$ cat src/rtl/chp_pkg.sv
package chp_pkg;
	typedef enum logic [1:0] {
		CHP_MODE_MEMORY,
		CHP_MODE_IO,
		CHP_MODE_IDE
	} chp_mode_t;

	typedef enum logic [1:0] {
		CHP_SPACE_ATTRIB,
		CHP_SPACE_TASKMEM,
		CHP_SPACE_TASKIO
	} chp_space_t;

	localparam int CHP_ADDR_W = 11;
	localparam int CHP_DATA_W = 16;

	// strobe timing in cycles of the 100 MHz clock
	localparam int CHP_CLK_NS        = 10;
	localparam int CHP_SETUP_NS      = 70;
	localparam int CHP_STROBE_NS     = 165;
	localparam int CHP_HOLD_NS       = 30;
	localparam int CHP_RESET_NS      = 1000;
	localparam int CHP_SETUP_CYC     = (CHP_SETUP_NS + CHP_CLK_NS - 1) / CHP_CLK_NS;
	localparam int CHP_STROBE_CYC    = (CHP_STROBE_NS + CHP_CLK_NS - 1) / CHP_CLK_NS;
	localparam int CHP_HOLD_CYC      = (CHP_HOLD_NS + CHP_CLK_NS - 1) / CHP_CLK_NS;
	localparam int CHP_RESET_CYC     = (CHP_RESET_NS + CHP_CLK_NS - 1) / CHP_CLK_NS;
	localparam int CHP_CNT_W         = 8;
	localparam logic [CHP_CNT_W-1:0] CHP_SETUP_LOAD  = CHP_CNT_W'(CHP_SETUP_CYC);
	localparam logic [CHP_CNT_W-1:0] CHP_STROBE_LOAD = CHP_CNT_W'(CHP_STROBE_CYC);
	localparam logic [CHP_CNT_W-1:0] CHP_HOLD_LOAD   = CHP_CNT_W'(CHP_HOLD_CYC);
	localparam logic [CHP_CNT_W-1:0] CHP_RESET_LOAD  = CHP_CNT_W'(CHP_RESET_CYC);
endpackage : chp_pkg

$ cat src/rtl/card_host_port.sv
// How it works
// - host grounds mode select for ide mode
// - wait for ready high after reset, memory mode
// - io mode holds region select low once CHP_IDLE is first reached
// - ide mode ties region and write enable high
// - io completion waits for the wait pin high; ide completion is timed by count
`timescale 1ns/1ps
module card_host_port
	import chp_pkg::*;
(
	input  wire logic                  clk,
	input  wire logic                  reset_n,
	input  wire chp_mode_t             mode,
	input  wire logic                  reqValid,
	input  wire logic                  reqWrite,
	input  wire chp_space_t            reqSpace,
	input  wire logic [CHP_ADDR_W-1:0] reqAddr,
	input  wire logic [1:0]            reqLanes,
	input  wire logic [CHP_DATA_W-1:0] reqWData,
	input  wire logic                  cardResetReq,
	output logic                       reqReady,
	output logic                       rspValid,
	output logic [CHP_DATA_W-1:0]      rspRData,
	output logic                       rspWide,
	output logic                       cardReady,
	output logic                       cardIrq,
	output logic                       cardWriteProt,
	output logic                       cardWaitHigh,
	output logic [1:0]                 cardVoltSense,
	output logic [CHP_ADDR_W-1:0]      cardAddr,
	output logic [CHP_DATA_W-1:0]      cardDataOut,
	output logic                       cardDataOe,
	input  wire logic [CHP_DATA_W-1:0] cardDataIn,
	output logic [1:0]                 card_enable_n,
	output logic                       regionSelect_n,
	output logic                       outputEnable_n,
	output logic                       writeEnable_n,
	output logic                       ioReadStrobe_n,
	output logic                       io_write_strobe_n,
	output logic                       cardResetPin,
	input  wire logic                  ready_not_busy,
	input  wire logic                  cardWait_n,
	input  wire logic                  writeProtect,
	input  wire logic                  word_transfer_n,
	input  wire logic [1:0]            voltage_sense_n
);
	typedef enum logic [2:0] {
		CHP_IDLE, CHP_RESET, CHP_INIT, CHP_SETUP, CHP_STROBE, CHP_HOLD
	} chp_state_t;

	chp_state_t                 state;
	logic [CHP_CNT_W-1:0]       count;
	logic                       curWrite;
	chp_space_t                 curSpace;
	logic                       ioSetUp;
	logic [CHP_DATA_W-1:0]      dataSync;
	logic [5:0]                 pinsSync;
	logic                       rdyS, waitS, wpS, wordS_n;
	logic [1:0]                 vsS;

	chp_pin_sync #(.WIDTH(CHP_DATA_W)) u_dataSync (
		.clk     (clk),
		.reset_n (reset_n),
		.pinIn   (cardDataIn),
		.syncOut (dataSync)
	);
	chp_pin_sync #(.WIDTH(6)) u_pinSync (
		.clk     (clk),
		.reset_n (reset_n),
		.pinIn   ({ready_not_busy, cardWait_n, writeProtect,
		            word_transfer_n, voltage_sense_n}),
		.syncOut (pinsSync)
	);
	assign {rdyS, waitS, wpS, wordS_n, vsS} = pinsSync;

	// refuse a request the current mode cannot carry
	function automatic logic legal(input chp_mode_t m, input chp_space_t s);
		case (m)
			CHP_MODE_MEMORY: legal = (s != CHP_SPACE_TASKIO);
			CHP_MODE_IO:     legal = (s != CHP_SPACE_TASKMEM);
			CHP_MODE_IDE:    legal = (s == CHP_SPACE_TASKIO);
			default:         legal = 1'b0;
		endcase
	endfunction : legal

	// io space needs an io-capable mode and a finished reset
	function automatic logic ioOk(input chp_mode_t m, input logic up);
		ioOk = (m != CHP_MODE_MEMORY) && up;
	endfunction : ioOk

	always_ff @(posedge clk)
	begin
		if (!reset_n)
		begin
			state <= CHP_RESET;
			count <= CHP_RESET_LOAD;
		end
		else
		begin
			case (state)
				CHP_IDLE:
				begin
					// a taken request is never dropped for a card reset
					if (reqValid && reqReady)
					begin
						state <= CHP_SETUP;
						count <= CHP_SETUP_LOAD;
					end
					else if (cardResetReq)
					begin
						state <= CHP_RESET;
						count <= CHP_RESET_LOAD;
					end
				end
				CHP_RESET:
				begin
					if (count <= 8'h01)
					begin
						state <= CHP_INIT;
						count <= '0;
					end
					else
						count <= count - 8'h01;
				end
				CHP_INIT:
				begin
					// only memory mode has a usable busy pin
					if (mode != CHP_MODE_MEMORY || rdyS)
						state <= CHP_IDLE;
				end
				CHP_SETUP:
				begin
					if (count <= 8'h01)
					begin
						state <= CHP_STROBE;
						count <= CHP_STROBE_LOAD;
					end
					else
						count <= count - 8'h01;
				end
				CHP_STROBE:
				begin
					// memory mode card never stretches: wait ignored there
					if (count <= 8'h01 &&
					    (waitS || mode != CHP_MODE_IO))
					begin
						state <= CHP_HOLD;
						count <= CHP_HOLD_LOAD;
					end
					else if (count > 8'h01)
						count <= count - 8'h01;
				end
				CHP_HOLD:
				begin
					if (count <= 8'h01)
						state <= CHP_IDLE;
					else
						count <= count - 8'h01;
				end
				default:
					state <= CHP_IDLE;
			endcase
		end
	end

	always_ff @(posedge clk)
	begin
		if (!reset_n)
			ioSetUp <= 1'b0;
		else if (state == CHP_RESET)
			ioSetUp <= 1'b0;
		else if (state == CHP_INIT && mode != CHP_MODE_MEMORY)
			ioSetUp <= 1'b1;
	end

	always_ff @(posedge clk)
	begin
		if (!reset_n)
		begin
			curWrite       <= 1'b0;
			curSpace       <= CHP_SPACE_ATTRIB;
			cardAddr       <= '0;
			cardDataOut    <= '0;
			card_enable_n  <= 2'b11;
			regionSelect_n <= 1'b1;
		end
		else if (state == CHP_IDLE && reqValid && reqReady)
		begin
			curWrite    <= reqWrite;
			curSpace    <= reqSpace;
			cardAddr    <= reqAddr;
			cardDataOut <= reqWData;
			// lanes: 01 even byte, 10 odd byte, 11 word
			case (reqLanes)
				2'b11:   card_enable_n <= (mode == CHP_MODE_IDE) ?
				                          2'b10 : 2'b00;
				2'b10:   card_enable_n <= (mode == CHP_MODE_IDE) ?
				                          2'b10 : 2'b01;
				default: card_enable_n <= 2'b10;
			endcase
			if (mode == CHP_MODE_IDE)
				regionSelect_n <= 1'b1;
			else if (mode == CHP_MODE_IO)
				regionSelect_n <= 1'b0;
			else
				regionSelect_n <= (reqSpace == CHP_SPACE_TASKMEM);
		end
		else if (state == CHP_IDLE)
		begin
			card_enable_n  <= 2'b11;
			regionSelect_n <= (mode != CHP_MODE_IO);
		end
	end

	always_ff @(posedge clk)
	begin
		if (!reset_n)
		begin
			outputEnable_n    <= 1'b1;
			writeEnable_n     <= 1'b1;
			ioReadStrobe_n    <= 1'b1;
			io_write_strobe_n <= 1'b1;
			cardDataOe        <= 1'b0;
		end
		else
		begin
			// ide select shares output enable: held low in ide mode
			outputEnable_n <= (mode == CHP_MODE_IDE) ? 1'b0 :
				!(state == CHP_STROBE && !curWrite &&
				  curSpace != CHP_SPACE_TASKIO);
			writeEnable_n <= (mode == CHP_MODE_IDE) ? 1'b1 :
				!(state == CHP_STROBE && curWrite &&
				  curSpace != CHP_SPACE_TASKIO);
			ioReadStrobe_n <= !(state == CHP_STROBE && !curWrite &&
				curSpace == CHP_SPACE_TASKIO && ioOk(mode, ioSetUp));
			io_write_strobe_n <= !(state == CHP_STROBE && curWrite &&
				curSpace == CHP_SPACE_TASKIO && ioOk(mode, ioSetUp));
			// host drives only writes, so the card owns reads
			cardDataOe <= curWrite &&
				(state == CHP_SETUP || state == CHP_STROBE ||
				 state == CHP_HOLD);
		end
	end

	always_ff @(posedge clk)
	begin
		if (!reset_n)
			cardResetPin <= 1'b1;
		else if (mode == CHP_MODE_IDE)
			cardResetPin <= (state != CHP_RESET);
		else
			cardResetPin <= (state == CHP_RESET);
	end

	always_ff @(posedge clk)
	begin
		if (!reset_n)
		begin
			reqReady <= 1'b0;
			rspValid <= 1'b0;
			rspRData <= '0;
			rspWide  <= 1'b0;
		end
		else
		begin
			// judged against the request now held, never a stale space
			reqReady <= (state == CHP_IDLE) && reqValid && !reqReady &&
				!cardResetReq && legal(mode, reqSpace);
			rspValid <= (state == CHP_STROBE) && count <= 8'h01 &&
				(waitS || mode != CHP_MODE_IO);
			if (state == CHP_STROBE && count <= 8'h01 && !curWrite)
				rspRData <= dataSync;
			if (state == CHP_STROBE && curSpace == CHP_SPACE_TASKIO)
				rspWide <= !wordS_n;
		end
	end

	always_ff @(posedge clk)
	begin
		if (!reset_n)
		begin
			cardReady     <= 1'b0;
			cardIrq       <= 1'b0;
			cardWriteProt <= 1'b0;
			cardWaitHigh  <= 1'b0;
			cardVoltSense <= 2'b00;
		end
		else
		begin
			cardReady     <= (mode == CHP_MODE_MEMORY) && rdyS;
			cardIrq       <= (mode == CHP_MODE_IO)  ? !rdyS :
			                 (mode == CHP_MODE_IDE) ? rdyS : 1'b0;
			cardWriteProt <= (mode == CHP_MODE_MEMORY) && wpS;
			// channel ready floats in ide mode; pull-up reads high
			cardWaitHigh  <= waitS;
			cardVoltSense <= ~vsS;
		end
	end
endmodule : card_host_port

$ cat src/rtl/chp_pin_sync.sv
`timescale 1ns/1ps
module chp_pin_sync #(
	parameter int WIDTH = 1
) (
	input  wire logic             clk,
	input  wire logic             reset_n,
	input  wire logic [WIDTH-1:0] pinIn,
	output logic      [WIDTH-1:0] syncOut
);
	logic [WIDTH-1:0] firstStage;

	always_ff @(posedge clk)
	begin
		if (!reset_n)
		begin
			firstStage <= '1;
			syncOut    <= '1;
		end
		else
		begin
			firstStage <= pinIn;
			syncOut    <= firstStage;
		end
	end
endmodule : chp_pin_sync

$ cat config.mk
export PLATFORM = sky130hd
export DESIGN_NAME = card_host_port
export DESIGN_NICKNAME = d
export VERILOG_FILES = /design/src/rtl/chp_pkg.sv /design/src/rtl/card_host_port.sv /design/src/rtl/chp_pin_sync.sv
export SDC_FILE = /design/constraint.sdc
export NUM_CORES = 1
export LEC_CHECK = 0
export ABC_AREA = 1
export ABC_CLOCK_PERIOD_IN_PS = 1700
export BUFFER_PORTS_ARGS = -buffer_cell sky130_fd_sc_hd__buf_2
export CAP_MARGIN = 10
export CORE_MARGIN = 1.5
export CORE_UTILIZATION = 46
export CTS_CLUSTER_DIAMETER = 60
export DETAILED_ROUTE_END_ITERATION = 10
export GPL_TIMING_DRIVEN = 0
export PLACE_DENSITY = 0.86
export SYNTH_ARGS = -nofsm -noshare
export SYNTH_HDL_FRONTEND = slang
export SYNTH_SLANG_ARGS = --single-unit
$ cat constraint.sdc
create_clock -name clk -period 1.7 [get_ports clk]
set_input_delay 0.255 -clock clk [delete_from_list [all_inputs] [get_ports clk]]
set_output_delay 0.255 -clock clk [all_outputs]
set_load 0.005 [all_outputs]
# After elaboration in Yosys (flattened, before gate mapping)
# Cells that the tools add are included.
# totals
out_inout_bits	61
regBits	120
wordCells	135
# classes
n_lt_le_gt_ge	2
n_mux	31
reduce_logical	46
bitwise_logic	2
addsub	1
eq_ne	25
# ops
cell	n
8-bit 2-to-1 mux	7
8-bit one-hot mux with 5 select lines	1
1-bit logical AND	24
3-bit 2-to-1 mux	7
3-bit one-hot mux with 6 select lines	1
2-bit equality test, second input constant	5
2-bit by 1-bit inequality test with 1-bit output, second input constant	5
2-bit inequality test, second input constant	5
1-bit zero test	9
1-bit 2-to-1 mux	9
8-bit by 1-bit > comparator with 1-bit output, second input constant	1
8-bit by 1-bit <= comparator with 1-bit output, second input constant	1
2-bit 2-to-1 mux	4
8-bit by 1-bit subtractor with 8-bit output, second input constant	1
3-bit by 2-bit equality test with 1-bit output, second input constant	2
3-bit equality test, second input constant	2
3-bit inequality test, second input constant	2
6-bit AND reduction	1
5-bit nonzero test	1
2-bit by 1-bit equality test with 1-bit output, second input constant	2
1-bit logical OR	4
2-bit one-hot mux with 2 select lines	1
4-bit AND reduction	1
2-bit nonzero test	2
8 further kinds	9

# Longest topological paths before layout
# logic_depth
word_depth	5
mapped_depth	13
mapped_depth_nobuf	13

# Cells and area by module
# Synthesis repeated with hierarchy kept, for this count alone.
# hier_totals
cells_unflattened	571
area_unflattened_um2	4438.0
# modules_own_cells
mod	seq_area_each_um2	cells_each	instances	area_each_um2
card_host_port	1521.5	435	1	3181.8
chp_pin_sync at u_dataSync	640.6	99	1	914.6
chp_pin_sync at u_pinSync	240.2	37	1	341.6

# Least setup slack after synthesis
# No wires, ideal clock.
# synth_timing
path_kind	register to register
start	register count[0]
end	register count[5]
synth_period_minus_slack_ns	1.556
arrival_time_ns	1.439
path_stages_with_launch	14
t_required_ns	1.584
path_slack_ns	0.144
n_path_buf	0
setup_time_ns	0.116
cell_sequence	dfxtp_1 inv_1 ha_1 inv_1 nand2_1 nand2_1 nor2_4 nand3_2 nand3_4 inv_2 nand2_1 nand2_1 nand2_1 nand2_1
# synth_between
elab_chain_len	4
elab_cells_between_ends	13
# synth_lines
element	line_no	rtl
start: declaration	card_host_port.sv:52	logic [CHP_CNT_W-1:0] count;
start signal: assignment	card_host_port.sv:123	count <= count - 8'h01;
start signal: assignment	card_host_port.sv:139	count <= count - 8'h01;
start signal: assignment	card_host_port.sv:151	count <= count - 8'h01;
8-bit by 1-bit subtractor with 8-bit output / 8-bit by 1-bit <= comparator with 1-bit output (equally long branches)	n/a	
8-bit 2-to-1 mux / 1-bit logical AND (equally long branches)	card_host_port.sv:150, card_host_port.sv:144	
8-bit 2-to-1 mux / 3-bit inequality test (equally long branches)	n/a	
8-bit one-hot mux with 5 select lines / 4-bit AND reduction (equally long branches)	n/a	
# Parallel ways exist; a longest one is shown, timed or not. The select of a mux whose other input is x is not followed.
# A chain may end at the register's enable or synchronous reset.

# Worst setup path in the final report
# layout_timing
start	register count[1]
end	register count[5]
# Same word-level chain as after synthesis.

==> metrics <==
status=finished clean; Final period util=96.6%; gr usage total=25.0%; busiest grt layer=met2; CTS tree=yes; clk buf depth=2; GRT met3 Usage=7.07%; Pwr Density=1060 nW/µm²; Skew-Pair Late Insertion Delay=0.50 ns; # nets final=784; Tightest Pin Transition=0.619 ns; top_reg_cell synth=dfxtp_1; router iterations before antenna repair=5; CTS clk-pin slew, worst paths=0.06 ns; Max Slew Vio Count=0; hold wc startpoint=reqSpace[1]; Final WS setup=0.0586 ns; Via-to-Cell Ratio=4.93; Max Freq=0.609 GHz; number of placement rows=35; met1 GRT Util=27.9%; crit path launch=count[1]; I/O pin cnt=121; Post-synth EDFFs=0; Fin. Hold Viols=0; routed via count=4253; area leader, netlist=dfxtp_1; worst hold path type=in -> reg; # DRC=0; Yosys cell types=36; PortBufs=119; Netlist Area Pre-Place=4380 µm²; CTS Sinks=120; synthesized area per cell=8.31 µm²; VDD IR max=0.780 mV; Cells after Synth=527; initial detailed-routing violation count=363; largest net degree at the start of global routing=17; DIE WIDTH=101 µm; Placed Instances=775; layout cells sized above 1=35.1%; minimum clock period=1.64 ns; max_slew headroom=57.6%; dpl ws=-0.180 ns; placed cell areas=5130 µm²; initial antenna violation count=0; Cell Count, Final, Fillers Out=863; proportion of synthesized chip area in sequential cells=54.9%; die area=10100 µm²; Die H=101 µm; Worst setup SP type=flip-flop; first-pass GRT wire length=19500 µm; root buffer cell=clkbuf_8; core area=9240 µm²; Synth Register Bits=120; dpl hpwl=7360 µm; number of diodes=0; Routed Antenna Nets=0; fillers=695; final instance area=6330 µm²; RSZ-0062 raised after global routing=true; Synth area leaders=dfxtp_1 55%, nor2_1 9.4%, or2_2 6.3%, nand2_1 5.7%, o21ai_0 4.8%; Crit Path Max Fanout=7; Async SR Flop Fraction=0%; setup-violating endpoint count in the final report=0; end-of-flow core utilization=68.5%; clk_skew=0.00833 ns; Req. time, crit path=2.09 ns; most common cell after layout, fill and taps aside=buf_2; grt met2 use=44.7%; Synth Net Count=589; Synth Warn #=0; H-tree levels=4; Leak Pwr=2.99 nW; Crit. End Element=flip-flop; Routed WL per cell=14.2 µm; share of the synthesized area in the top cell type=54.9%; most frequent cells in the layout=125 x buf_2, 118 x dfxtp_1, 110 x nor2_1; Max Cap Violations=0; critical register-to-register path startpoint=count[1]; worst path arrival time=2.03 ns; global placer's final weighted congestion=1.02; GR Overflow Total=0; critical path class=reg -> reg; Num CTS Buffers=17; number of global-route vias before repair=4230; final wirelength=12300 µm; area grow syn2layout=44.5%; Initial Util=47.4%; Hold WS=0.0335 ns
-- flip-flops by register name, summed over array words and instances, names as in the netlist, 2 cells and up --
name / count
u_dataSync.syncOut: 16
card_enable_n: 2
state: 3
cardAddr: 11
count: 8
cardVoltSense: 2
rspRData: 16
u_pinSync.syncOut: 6
u_pinSync.firstStage: 6
u_dataSync.firstStage: 16
cardDataOut: 16
curSpace: 2
-- cells in the mapped netlist (2+ instances only) --
master	count
nor2_1	110
buf_2	7
nor3_1	4
nand3_1	17
clkbuf_1	11
xor2_1	3
dfxtp_1	120
nand2_1	67
nand2_2	4
buf_4	2
inv_1	31
o21ai_1	11
buf_6	2
nand4_1	5
nor2_2	4
o21ai_0	42
or2_2	44
nor2_4	6
inv_2	6
a21oi_1	14
ha_1	2
-- cells by family (layout without fill, tap and decap cells) --
| group | count (synthesis) | count (layout) | synth area share [%] |
|---|---|---|---|
| buffers and inverters | 61 | 268 | 6.03 |
| adder cells (fa/ha/maj) | 2 | 2 | 0.572 |
| XOR/XNOR | 4 | 4 | 0.800 |
| AND/OR/NAND/NOR | 267 | 267 | 28.9 |
| flip-flops | 120 | 120 | 54.9 |
| AO/OA/AOI/OAI | 73 | 73 | 8.80 |
-- final timing paths --
check / end / slack (ns) / cells past startpoint
worst max-delay path: count[5] / 0.06 / 13
worst min-delay path: curSpace[1] / 0.03 / 3
worst max register to register: count[5] / 0.06 / 13
worst min register to register: cardVoltSense[0] / 0.38 / 1
-- routing by layer --
| layer | part of all wire, % | wire [µm] |
|---|---|---|
| met1 | 38 | 4710 |
| met2 | 52 | 6420 |
| met3 | 7.3 | 889 |
| met4 | 2.0 | 244 |
| met5 | 0 | 0 |
-- worst max-delay path: stages (launching register included) --
cell and delay [ns]:
dfxtp_2 0.34, inv_4 0.07, ha_4 0.14, inv_2 0.03, nand2_2 0.06, nand2_2 0.06
nor2_4 0.24, nand3_2 0.15, nand3_4 0.12, inv_2 0.09, nand2_1 0.07, nand2_1 0.05
nand2_1 0.05, nand2_1 0.04
-- layout make-up --
| type | instances | area, µm² | share of cell area, % |
|---|---|---|---|
| Timing Repair Buffer | 176 | 1160 | 18.3 |
| Multi-Input combinational cell | 346 | 1780 | 28.1 |
| Buffer | 22 | 116 | 1.84 |
| Clock inverter | 13 | 119 | 1.88 |
| Clock buffer | 18 | 428 | 6.76 |
| Sequential cell | 120 | 2410 | 38.1 |
| Inverter | 39 | 156 | 2.47 |
| Tap cell | 129 | 161 | 2.55 |
-- where the power goes --
part	total, W	switching [W]	internal (W)
Clock	0.00330	0.00132	0.00198
Combinational	0.000492	0.000232	0.000260
Sequential	0.00293	0.0000385	0.00289
-- per-stage QoR --
stage	power, W	setup TNS, ns
floorplan	0.00319	0
global placement	0.00331	-1.46
detailed placement	0.00332	-2.81
CTS	0.00668	0
global route	0.00697	-0.102
finish	0.00672	0
-- repair_timing --
item	4_1_cts	5_1_grt
setup buffers	5	4
resized for setup	8	20
hold buffers	48	0
setup endpoints to repair	27	20
pin swaps	4	11
endpoints found under the hold margin	48	0
Note: power is estimated with default switching activity, not from simulation.
